[src/include/mac_event_defs.vh]
// constants for the gigabit mac transmit/event/timer block
// assumes inclusion by bare name from core files
`ifndef MAC_EVENT_DEFS_VH
`define MAC_EVENT_DEFS_VH
// register byte offsets (word aligned)
`define OFS_EVENT 6'h00
`define OFS_MASK 6'h04
`define OFS_TRANSMIT_DESCRIPTOR_ACTIVE 6'h08
`define OFS_CTRL 6'h0C
`define OFS_STATUS 6'h10
`define OFS_TIME 6'h14
`define OFS_TCSR0 6'h18
`define OFS_TCCR0 6'h28
// event bit positions
`define EV_TXF 0
`define EV_RXF 1
`define EV_WAKE 2
`define EV_TS0 3
`define EV_DROP 7
`define EV_W 8
// control fields
`define CTRL_PAUSE_EN 0
`define CTRL_PAD_FORCE 1
`define CTRL_PAD_SEL_LSB 4
`define CTRL_PAD_SEL_W 4
// channel control fields
`define CH_MODE_CAPTURE 2'b01
`define CH_MODE_COMPARE 2'b10
// reset values
`define RST_MASK 8'h00
`define RST_CTRL 32'h0000_0000
// throughput limit: 470 Mbps of 1000, 400 measured
`define TPUT_MAX_MBPS 11'h1D6
`define TPUT_SUST_MBPS 11'h190
`define LINE_MBPS 11'h3E8
// status fifo depth, pause threshold, small-frame limit
`define STAT_DEPTH 4
`define PAUSE_LEVEL 3
`define SMALL_FRAME_BYTES 800
`define PAUSE_QUANTA 16'hFFFF
`endif

[src/core/time_channel.v]
// one capture/compare channel of the precision-time timer
// assumes evIn already synchronised to clk; tick marks timer clock edges
`timescale 1ns/10ps
`include "mac_event_defs.vh"
module time_channel (
	input wire clk,
	input wire rst_b,
	input wire tick,
	input wire [1:0] mode,
	input wire [31:0] timeNow,
	input wire evIn,
	input wire wrValue,
	input wire [31:0] wrData,
	output reg [31:0] value_q,
	output reg hit_q,
	output reg outLevel_q
);
	reg evPrev_q;
	wire rise;
	assign rise = evIn & ~evPrev_q;
	always @(posedge clk or negedge rst_b) begin
		if (!rst_b) begin
			evPrev_q <= 1'b0;
			value_q <= 32'h0000_0000;
			hit_q <= 1'b0;
			outLevel_q <= 1'b0;
		end else begin
			evPrev_q <= evIn;
			hit_q <= 1'b0;
			if (wrValue) begin
				value_q <= wrData;
			end else if (mode == `CH_MODE_CAPTURE && rise) begin
				value_q <= timeNow;
				hit_q <= 1'b1;
			end
			if (mode == `CH_MODE_COMPARE && tick && timeNow == value_q) begin
				hit_q <= 1'b1;
				outLevel_q <= ~outLevel_q;
			end
		end
	end
endmodule

[src/core/mac_event_logic.v]
// gigabit mac transmit activation, event flags, interrupt routing and time
// assumes avalon-mm master on clk; event pins and timer clock pad arrive asynchronous and are synchronised
// Notes on behaviour
// - timer has four channels, each capture or compare against the time counter
// - capture latches the time counter, on a rising edge of the channel event, into channel value
// - channel two event shares timer clock pad, so it never captures
// - ready bit seen clear earlier makes mac clear active bit later
// - descriptor processing restarts only on zero-to-one of active bit
// - transmit-frame flag set when a frame completes
// - all sources ORed to aggregator; only wake line to power controller
// - ordinary rx/tx done never reach the power wake controller
// - any source selectable onto pad; with input forced it wakes system
// - throughput bounded at 470 Mbps, about 400 sustained
// - pause frames emitted when enabled to protect the receive fifo
// - small-frame bursts may overflow status fifo; large frames unaffected
//
// Added by the designer: the register addresses and the Avalon-MM interface to the registers.
`timescale 1ns/10ps
`include "mac_event_defs.vh"
module mac_event_logic (
	input wire clk,
	input wire rst_b,
	input wire [5:0] address,
	input wire read,
	input wire write,
	input wire [31:0] writedata,
	input wire [3:0] byteenable,
	output reg [31:0] readdata,
	output wire waitrequest,
	output reg [1:0] response,
	input wire descriptorReadyBit,
	output reg descFetch_q,
	input wire txFrameDone,
	input wire rxFrameDone,
	input wire [15:0] rxFrameBytes,
	input wire rxStatusPop,
	input wire wakeEvent,
	input wire timerClockPad,
	input wire [3:0] eventPin,
	output wire [3:0] compareOut,
	output reg pauseReq_q,
	output wire [15:0] pauseQuanta,
	output wire irqAggregator,
	output wire irqPowerWake,
	output wire interruptOutPad,
	output wire padInputForce
);
	// ---------------------------------------------------------------
	// synchronisers
	// ---------------------------------------------------------------
	// the timer clock pad and the event pins share one two-stage synchroniser
	reg [4:0] sync1_q;
	reg [4:0] sync2_q;
	reg tclkPrev_q;
	wire tick;
	always @(posedge clk or negedge rst_b) begin
		if (!rst_b) begin
			sync1_q <= 5'h00;
			sync2_q <= 5'h00;
			tclkPrev_q <= 1'b0;
		end else begin
			sync1_q <= {timerClockPad, eventPin};
			sync2_q <= sync1_q;
			tclkPrev_q <= sync2_q[4];
		end
	end
	// counter advances on rising edges of the timer clock pad
	assign tick = sync2_q[4] & ~tclkPrev_q;
	// ---------------------------------------------------------------
	// registers
	// ---------------------------------------------------------------
	reg [7:0] event_q;
	reg [7:0] mask_q;
	reg [31:0] ctrl_q;
	reg transmit_descriptor_active_q;
	reg [31:0] time_q;
	reg [1:0] chMode_q [0:3];
	reg wasEmpty_q;
	reg [2:0] statCount_q;
	wire [3:0] chHit;
	wire [31:0] chValue [0:3];
	wire wrEn;
	wire [7:0] evSet;
	reg ackPhase_q;
	// one wait state per access, so registered read data already stand at the accept edge
	assign waitrequest = (read || write) && !ackPhase_q;
	// writes land only at the accept edge, never in the wait cycle
	assign wrEn = write && byteenable[0] && ackPhase_q;
	always @(posedge clk or negedge rst_b) begin
		if (!rst_b) begin
			ackPhase_q <= 1'b0;
		end else begin
			ackPhase_q <= (read || write) && !ackPhase_q;
		end
	end
	function is_ofs;
		input [5:0] a;
		input [5:0] o;
		begin
			is_ofs = (a == o);
		end
	endfunction
	// ---------------------------------------------------------------
	// timer channels
	// ---------------------------------------------------------------
	// a bus write to a channel value wins over a capture in the same cycle
	genvar g;
	generate
		for (g = 0; g < 4; g = g + 1) begin : chan
			// channel two event pin is the timer clock pad, so capture cannot work
			wire evSrc;
			localparam [31:0] VAL_OFS = `OFS_TCCR0 + 4 * g;
			assign evSrc = (g == 1) ? 1'b0 : sync2_q[g];
			time_channel u_ch (
				.clk(clk),
				.rst_b(rst_b),
				.tick(tick),
				.mode(chMode_q[g]),
				.timeNow(time_q),
				.evIn(evSrc),
				.wrValue(wrEn && is_ofs(address, VAL_OFS[5:0])),
				.wrData(writedata),
				.value_q(chValue[g]),
				.hit_q(chHit[g]),
				.outLevel_q(compareOut[g])
			);
		end
	endgenerate
	// ---------------------------------------------------------------
	// line-rate budget
	// ---------------------------------------------------------------
	// fractional divider: 470 enable pulses in every 1000 cycles, so frame
	// continuations never outrun the bound on the combined transfer rate
	reg [9:0] budgetAcc_q;
	wire [10:0] budgetSum;
	wire [10:0] budgetDiff;
	wire budgetTick;
	assign budgetSum = {1'b0, budgetAcc_q} + `TPUT_MAX_MBPS;
	assign budgetDiff = budgetSum - `LINE_MBPS;
	assign budgetTick = budgetSum >= `LINE_MBPS;
	always @(posedge clk or negedge rst_b) begin
		if (!rst_b) begin
			budgetAcc_q <= 10'h000;
		end else begin
			// the remainder stays below 1000, so ten bits always hold it
			budgetAcc_q <= budgetTick ? budgetDiff[9:0] : budgetSum[9:0];
		end
	end
	// ---------------------------------------------------------------
	// transmit activation
	// ---------------------------------------------------------------
	reg contPend_q;
	wire tdarSet;
	assign tdarSet = wrEn && is_ofs(address, `OFS_TRANSMIT_DESCRIPTOR_ACTIVE) && writedata[0];
	always @(posedge clk or negedge rst_b) begin
		if (!rst_b) begin
			transmit_descriptor_active_q <= 1'b0;
			wasEmpty_q <= 1'b0;
			contPend_q <= 1'b0;
			descFetch_q <= 1'b0;
		end else begin
			descFetch_q <= 1'b0;
			if (tdarSet && !transmit_descriptor_active_q) begin
				// only a real 0-to-1 restarts the fetch
				transmit_descriptor_active_q <= 1'b1;
				wasEmpty_q <= 1'b0;
				contPend_q <= 1'b0;
				descFetch_q <= 1'b1;
			end else if (transmit_descriptor_active_q) begin
				// the next descriptor waits for a budget pulse, three cycles at most
				if (contPend_q && budgetTick) begin
					contPend_q <= 1'b0;
					descFetch_q <= 1'b1;
				end
				if (!descriptorReadyBit)
					wasEmpty_q <= 1'b1;
				// a stale empty sighting still drops active at the next frame end
				if (txFrameDone && (wasEmpty_q || !descriptorReadyBit)) begin
					transmit_descriptor_active_q <= 1'b0;
					contPend_q <= 1'b0;
				end else if (txFrameDone) begin
					contPend_q <= 1'b1;
				end
			end
		end
	end
	// ---------------------------------------------------------------
	// receive status fifo and pause
	// ---------------------------------------------------------------
	wire smallFrame;
	wire statFull;
	assign smallFrame = rxFrameBytes <= `SMALL_FRAME_BYTES;
	assign statFull = statCount_q == `STAT_DEPTH;
	assign pauseQuanta = `PAUSE_QUANTA;
	wire pushStat;
	wire dropStat;
	// large frames leave enough time for the dma to drain status
	assign pushStat = rxFrameDone && smallFrame && !statFull;
	assign dropStat = rxFrameDone && smallFrame && statFull;
	always @(posedge clk or negedge rst_b) begin
		if (!rst_b) begin
			statCount_q <= 3'd0;
			pauseReq_q <= 1'b0;
		end else begin
			if (pushStat && !(rxStatusPop && statCount_q != 3'd0))
				statCount_q <= statCount_q + 3'd1;
			else if (!pushStat && rxStatusPop && statCount_q != 3'd0)
				statCount_q <= statCount_q - 3'd1;
			// pause one slot early so a frame already on the wire still finds room
			pauseReq_q <= ctrl_q[`CTRL_PAUSE_EN] && statCount_q >= `PAUSE_LEVEL;
		end
	end
	// ---------------------------------------------------------------
	// events and interrupts
	// ---------------------------------------------------------------
	assign evSet = {dropStat, chHit, wakeEvent, rxFrameDone, txFrameDone};
	always @(posedge clk or negedge rst_b) begin
		if (!rst_b) begin
			event_q <= 8'h00;
		end else begin
			// a new event wins over a simultaneous clear
			if (wrEn && is_ofs(address, `OFS_EVENT))
				event_q <= (event_q & ~writedata[7:0]) | evSet;
			else
				event_q <= event_q | evSet;
		end
	end
	wire [7:0] pending;
	wire [3:0] padSel;
	assign pending = event_q & mask_q;
	// selector 8 routes the whole aggregate; 9 to 15 hold the pad low
	assign padSel = ctrl_q[`CTRL_PAD_SEL_LSB +: `CTRL_PAD_SEL_W];
	assign irqAggregator = |pending;
	// rx/tx done deliberately absent from the wake path
	assign irqPowerWake = pending[`EV_WAKE];
	assign interruptOutPad = (padSel == 4'h8) ? irqAggregator :
		((padSel < 4'h8) ? pending[padSel[2:0]] : 1'b0);
	// forcing the pad input on lets the routed interrupt wake the system
	assign padInputForce = ctrl_q[`CTRL_PAD_FORCE];
	// ---------------------------------------------------------------
	// register writes and time counter
	// ---------------------------------------------------------------
	integer i;
	always @(posedge clk or negedge rst_b) begin
		if (!rst_b) begin
			mask_q <= `RST_MASK;
			ctrl_q <= `RST_CTRL;
			time_q <= 32'h0000_0000;
			for (i = 0; i < 4; i = i + 1)
				chMode_q[i] <= 2'b00;
		end else begin
			if (tick)
				time_q <= time_q + 32'h0000_0001;
			if (wrEn && is_ofs(address, `OFS_MASK))
				mask_q <= writedata[7:0];
			if (wrEn && is_ofs(address, `OFS_CTRL))
				ctrl_q <= writedata;
			// a time write comes after the tick increment, so software wins
			if (wrEn && is_ofs(address, `OFS_TIME))
				time_q <= writedata;
			for (i = 0; i < 4; i = i + 1)
				if (wrEn && address == (`OFS_TCSR0 + 4 * i))
					chMode_q[i] <= writedata[1:0];
		end
	end
	// ---------------------------------------------------------------
	// register reads
	// ---------------------------------------------------------------
	reg [31:0] rdMux;
	reg rdHit;
	// unmapped offsets read as zero and answer with an error response
	always @* begin
		rdMux = 32'h0000_0000;
		rdHit = 1'b1;
		case (address)
			`OFS_EVENT: rdMux = {24'h00_0000, event_q};
			`OFS_MASK: rdMux = {24'h00_0000, mask_q};
			`OFS_TRANSMIT_DESCRIPTOR_ACTIVE: rdMux = {31'h0000_0000, transmit_descriptor_active_q};
			`OFS_CTRL: rdMux = ctrl_q;
			`OFS_STATUS: rdMux = {27'h000_0000, statCount_q, pauseReq_q, wasEmpty_q};
			`OFS_TIME: rdMux = time_q;
			6'h18: rdMux = {30'h0000_0000, chMode_q[0]};
			6'h1C: rdMux = {30'h0000_0000, chMode_q[1]};
			6'h20: rdMux = {30'h0000_0000, chMode_q[2]};
			6'h24: rdMux = {30'h0000_0000, chMode_q[3]};
			6'h28: rdMux = chValue[0];
			6'h2C: rdMux = chValue[1];
			6'h30: rdMux = chValue[2];
			6'h34: rdMux = chValue[3];
			default: rdHit = 1'b0;
		endcase
	end
	always @(posedge clk or negedge rst_b) begin
		if (!rst_b) begin
			readdata <= 32'h0000_0000;
			response <= 2'b00;
		end else begin
			readdata <= read ? rdMux : 32'h0000_0000;
			response <= ((read || write) && !rdHit) ? 2'b10 : 2'b00;
		end
	end
endmodule

[config.mk]
export PLATFORM = sky130hd
export DESIGN_NAME = mac_event_logic
export DESIGN_NICKNAME = d
export VERILOG_FILES = /design/src/core/time_channel.v /design/src/core/mac_event_logic.v
export VERILOG_INCLUDE_DIRS = /design/src /design/src/include
export SDC_FILE = /design/constraint.sdc
export NUM_CORES = 1
export LEC_CHECK = 0
export ABC_AREA = 0
export BUFFER_PORTS_ARGS = -buffer_cell sky130_fd_sc_hd__buf_4
export CORE_ASPECT_RATIO = 0.8
export CORE_MARGIN = 1.5
export CORE_UTILIZATION = 50
export DETAILED_ROUTE_END_ITERATION = 12
export PLACE_DENSITY = 0.69
export SLEW_MARGIN = 0
export SYNTH_ARGS = -nofsm -noshare
export SYNTH_HDL_FRONTEND = slang
export SYNTH_HIERARCHICAL = 1
export SYNTH_SLANG_ARGS = --single-unit
[constraint.sdc]
create_clock -name clk -period 3.05 [get_ports clk]
set_input_delay 0.1525 -clock clk [delete_from_list [all_inputs] [get_ports clk]]
set_output_delay 0.1525 -clock clk [all_outputs]
set_load 0.05 [all_outputs]
======== After elaboration in Yosys (flattened, before gate mapping) ========
Cells that the tools add are included.
cells by class
  add/subtract/negate cells ............... 5
  $mul .................................... 0
  div/mod/pow operators ................... 0
  magnitude comparators ................... 5
  equal/unequal tests ..................... 27
  shift-type cells ........................ 0
  muxes and demuxes ....................... 44
  bitwise operators ....................... 17
  reductions and logical operators ........ 62
operator list
  operator                                                                               number
  32-bit case mux with 14 select lines                                                   1
  32-bit 2-to-1 mux                                                                      9
  32-bit == test                                                                         4
  1-bit logical AND                                                                      40
  6-bit == test, second input constant                                                   6
  32-bit by 1-bit adder with 32-bit output, second input constant                        1
  1-bit 2-to-1 mux                                                                       28
  6-bit by 5-bit == test with 1-bit output, second input constant                        4
  8-bit bitwise AND                                                                      2
  16-bit by 10-bit <= comparator with 1-bit output, second input constant                1
  8-bit OR                                                                               2
  14-bit OR reduction                                                                    1
  6-bit by 4-bit == test with 1-bit output, second input constant                        2
  2-bit nonzero test                                                                     6
  10-bit by 9-bit adder with 11-bit output, second input constant                        1
  11-bit by 10-bit greater-or-equal comparator with 1-bit output, second input constant  1
  10-bit 2-to-1 mux                                                                      1
  10-bit subtractor, second input constant                                               1
  2-bit == test, second input constant                                                   4
  8-bit 2-to-1 mux                                                                       1
  1-bit NOT                                                                              8
  8-bit NOT                                                                              1
  8-bit OR reduction                                                                     1
  1-bit logical NOT                                                                      7
  19 further kinds                                                                       27
word-level totals
  register bits after elaboration ......... 291
  bits in latches ......................... 0
  memory bits (writable) .................. 0
  bits in read-only memories .............. 0
  bits of input ports ..................... 72
  word-level logic and storage cells ...... 196
  memories kept ........................... 0

======== Logic depth before layout (Yosys ltp) ========
  word-level depth ........................ 8
  depth in mapped cells ................... 11
  depth with buffers taken out ............ 11

======== Cells and area by module ========
Netlist, hierarchy kept.
by module, submodules not included
  module           times used  cells each  area an instance (um^2)  sequential area each (um^2)
  mac_event_logic  1           734         7738.7                   3703.6
  time_channel     4           191         1930.6                   875.8

======== Worst setup path before layout ========
OpenSTA, ideal clock, no wires.
  kind .................................... register -> output
  start point ............................. register ctrl_q[5]
  end point ............................... output interruptOutPad
  arrival time ............................ 2.242 ns
  path slack .............................. 0.655 ns
  stages on the path, launching flop included .. 4
  path buffers ............................ 0
  path through ............................ dfrtp_1 mux4_2 mux2_2 o21ai_0
on the way
  longest elaborated chain between the ends .. 4
  elaborated cells between the ends (all ways) .. 6
RTL lines
  item                                       RTL line               RTL
  from (decl)                                mac_event_logic.v:74   reg [31:0] ctrl_q;
  from (signal assigned)                     mac_event_logic.v:247  ctrl_q <= `RST_CTRL;
  from (signal assigned)                     mac_event_logic.v:257  ctrl_q <= writedata;
  1-bit binary-select mux with 3-bit select  mac_event_logic.v:237  ((padSel < 4'h8) ? pending[padSel[2:0]] : 1'b0);
  1-bit 2-to-1 mux (not written as such)     mac_event_logic.v:237
  1-bit 2-to-1 mux                           mac_event_logic.v:237
  1-bit 2-to-1 mux (*)                       mac_event_logic.v:236  assign interruptOutPad = (padSel == 4'h8) ? irqAggregator :
  to (decl)                                  mac_event_logic.v:45   output wire interruptOutPad,
Every way passes the cells marked *; elsewhere a longest branch is shown, timed or not. The select of a mux whose other input is x is not followed.

======== Worst setup path in the final report ========
  start point ............................. register budgetAcc_q[1]
  end point ............................... register budgetAcc_q[7]
on the way
  longest elaborated chain between the ends .. 3
  elaborated cells between the ends (all ways) .. 4
RTL lines
  item                                                                                                                  RTL line               RTL
  from (decl)                                                                                                           mac_event_logic.v:134  reg [9:0] budgetAcc_q;
  from (signal assigned)                                                                                                mac_event_logic.v:146  budgetAcc_q <= budgetTick ? budgetDiff[9:0] : budgetSum[9:0];
  10-bit by 9-bit adder with 11-bit output (no line) (*)                                                                --
  10-bit subtractor (no line) / 11-bit by 10-bit greater-or-equal comparator with 1-bit output (equally long branches)  --
  10-bit 2-to-1 mux (*)                                                                                                 mac_event_logic.v:146
Every way passes the cells marked *; elsewhere a longest branch is shown, timed or not.
A chain may end at the register's enable or synchronous reset.

==> results_dict.tcl <==
set metrics [dict create \
    outcome "finished with violations" \
    violations "slew limit" \
    ctsResizeCount 0 \
    path_clk_slew_ns 0.07 \
    startpoint "budgetAcc_q[1]$_DFF_PN0_" \
    synth_area_leaders "dfrtp_1, xnor2_1, mux2i_1" \
    leakage_nw 7.01 \
    grt_usage 0.303 \
    maxSlewHeadroom -0.746 \
    rsz0062_at_grt "false" \
    post_drt_wl_per_cell_um 22.8 \
    grt_max_degree 67 \
    cts_tree "yes" \
    synth-seq-cells 288 \
    reg2reg_slack_ns 0.41 \
    maxSlewViolCount 34 \
    endpoint "budgetAcc_q[7]$_DFF_PN0_" \
    path_class "flip-flop to flip-flop" \
    synth_top_area_frac 0.466 \
    ys_warn_count 6 \
    grt_pass1_vias 12580 \
    period_share 0.866 \
    crit_path_end_kind "flip-flop" \
    syn_inst 1498 \
    finalNetCount 1729 \
    drc 0 \
    numCtsBuffers 30 \
    finalCriticalPeriod_ns 2.64 \
    synth_top_area_cell "dfrtp_1" \
    clock-sinks 288 \
    syn-cell-area_um2 15500 \
    synth_common_cells "dfrtp_1, nand2_1, xnor2_1" \
    dp_hpwl_mm 30.1 \
    fin_skew_ns 0.0156 \
    startpoint_type "flip-flop" \
    critPathRequiredTime_ns 3.55 \
    regArea_um2 7210 \
    clk_latency_ns 0.58 \
    num_vias 12523 \
    path_cells "inv_1, ha_1, xnor2_1, inv_1, ha_1, a21bo_2, o31ai_1, o41ai_1, a21oi_2, o21bai_1, xor2_1" \
    htreeDepth 1 \
    core_um2 30400 \
    rows 57 \
    fin_setup_tns_ns 0 \
    synth_edf_count 0 \
    cp_slowest_cell "o41ai_1" \
    hold_class "input port to flip-flop" \
    die_area_um2 32000 \
    multi_input_area_um2 7720 \
    pin_count 133 \
    routed_wl_mm 47.5 \
    place_congestion 0.869 \
    area_delta_synth_final_pct 18.6 \
    synth_cell_types 69 \
    r2r_cells 11 \
    final_hold_viol_count 0 \
    grt_remaining_overflow 0 \
    crit_family "compound AO/OA/AOI/OAI gates" \
    cp.depth 11 \
    worstMarginPinSlew_ns 2.62 \
    die_w_um 200 \
    die_h_um 160 \
    timing.rr.start "budgetAcc_q[1]$_DFF_PN0_" \
    ys.flop_type "dfrtp_1" \
    drv_cap 0 \
    yosysMostFrequentCell "dfrtp_1" \
    start_util 0.509 \
    io_buffers 111 \
    ys_async_sr_fraction 1.00 \
    layout-drive-gt1-share 0.175 \
    ys_seq_area_frac 0.466 \
    critPathMaxFanout 9 \
    avgViaCountPerCell 6.00 \
    arrival_ns 3.14 \
    r2r_end "budgetAcc_q[7]$_DFF_PN0_" \
    power_density_nw_per_um2 629 \
    worst-path-buf-inv 2 \
    grt_pass1_wl_mm 73.9 \
    fin_util 0.603 \
    cts_root_buf "clkbuf_16" \
    peakVddDrop_v 0.000425 \
    drt.antenna.violating_nets 0 \
    syn_area_per_cell_um2 10.3 \
    drtIter0Drc 1248 \
    n_fill_cell 2573 \
    antenna_found_initial 2 \
    fmax_mhz 379 \
    critPathMaxStageDelay_ns 0.46 \
    drt_pass1_iterations 5 \
    cts_buffer_depth 3 \
    finalSetupViolations 0 \
]
sequential cells by signal (all words and copies together), names as in the netlist, 8 cells and up:
name / flops
budgetAcc_q: 9
chMode_q: 8
chan.u_ch/value_q: 128
ctrl_q: 32
event_q: 8
mask_q: 8
readdata: 32
time_q: 32
through the flow:
step	instance area [um^2]	worst slack [ns]	cells	hold WS (ns)	total power [mW]
2_1_floorplan	15500	0.655	1515	-0.143	6.41
3_3_place_gp	16700	0.427	1982	0.125	7.28
3_5_place_dp	16700	0.348	1982	0.134	7.36
4_1_cts	18300	0.414	2086	0.0652	11.5
5_1_grt	18300	0.156	2086	0.105	12.0
6_report	18300	0.409	2087	0.0851	11.5
what timing repair did:
action	in CTS	in global routing
buffers inserted	0	0
endpoints found under the hold margin	360	0
hold buffers	50	0
cell usage in the layout, fill, tap and decap left out, types with 4 or more instances in the layout:
cell and count:
a21o_1 8, a21oi_1 34, a221oi_1 5, a22oi_1 94, a31oi_1 30, and2_2 4, and3_1 6, buf_12 6
buf_4 146, bufinv_16 7, clkbuf_1 5, clkbuf_16 31, clkinv_2 8, conb_1 19, dfrtp_1 288, dlygate4sd3_1 50
ha_1 5, inv_1 19, mux2_2 56, mux2i_1 134, nand2_1 174, nand2b_1 5, nand3_1 30, nand4_1 32
nor2_1 56, nor2_2 4, nor3_1 19, nor4_1 5, o21ai_0 25, o21ai_1 116, or3_1 4, xnor2_1 158
xor2_1 14
worst register-to-register path, delay by kind of cell (launching register included):
kind	cells	cell delay [ns]
AOI/OAI and AO/OA	5	1.09
xor gates and xnor gates	2	0.47
adders and majority gates	2	0.46
buffers and inverters	2	0.16
DFF	1	0.39
metal layers:
layer	track usage	wire, um	vias to the layer above
met5	0.00463	0	-
met4	0.0916	1360	0
met3	0.0853	4630	104
met2	0.447	21000	574
met1	0.432	20500	6197
li1	-	-	5648
cell type report:
type,count,share of cell area
inverter,19,0.00389
tap,413,0.0282
sequential,288,0.393
multi-input combinational,1109,0.421
clock buffer,39,0.0456
timing repair buffer,203,0.0944
antenna,1,0.000136
clock inverter,15,0.0136
how the worst min path moves through the flow:
stage	from	endpoint	cells past startpoint
finish	address[5]	readdata[0]$_DFF_PN0_	4
global route	address[0]	chMode_q[2]$_DFFE_PN0P_	4
floorplan	rst_b	ackPhase_q$_DFF_PN0_	0
global placement	rst_b	budgetAcc_q[9]$_DFF_PN0_	1
CTS	address[5]	readdata[0]$_DFF_PN0_	4
detailed placement	rst_b	budgetAcc_q[9]$_DFF_PN0_	1
report_power, final:
group | internal [mW] | switching (mW)
Combinational | 1.10 | 1.39
Sequential | 4.30 | 0.643
Clock | 2.51 | 1.58
cells by family after synthesis:
| group | Yosys count | synth area share |
|---|---|---|
| adder cells (fa/ha/maj) | 6 | 0.00534 |
| buffers and inverters | 118 | 0.0405 |
| other | 2 | 0.000486 |
| flip-flops | 288 | 0.466 |
| multiplexers | 192 | 0.130 |
| AO/OA/AOI/OAI | 343 | 0.139 |
| XOR/XNOR | 172 | 0.0974 |
| AND/OR/NAND/NOR | 377 | 0.121 |
(Power assumes the default switching activity.)
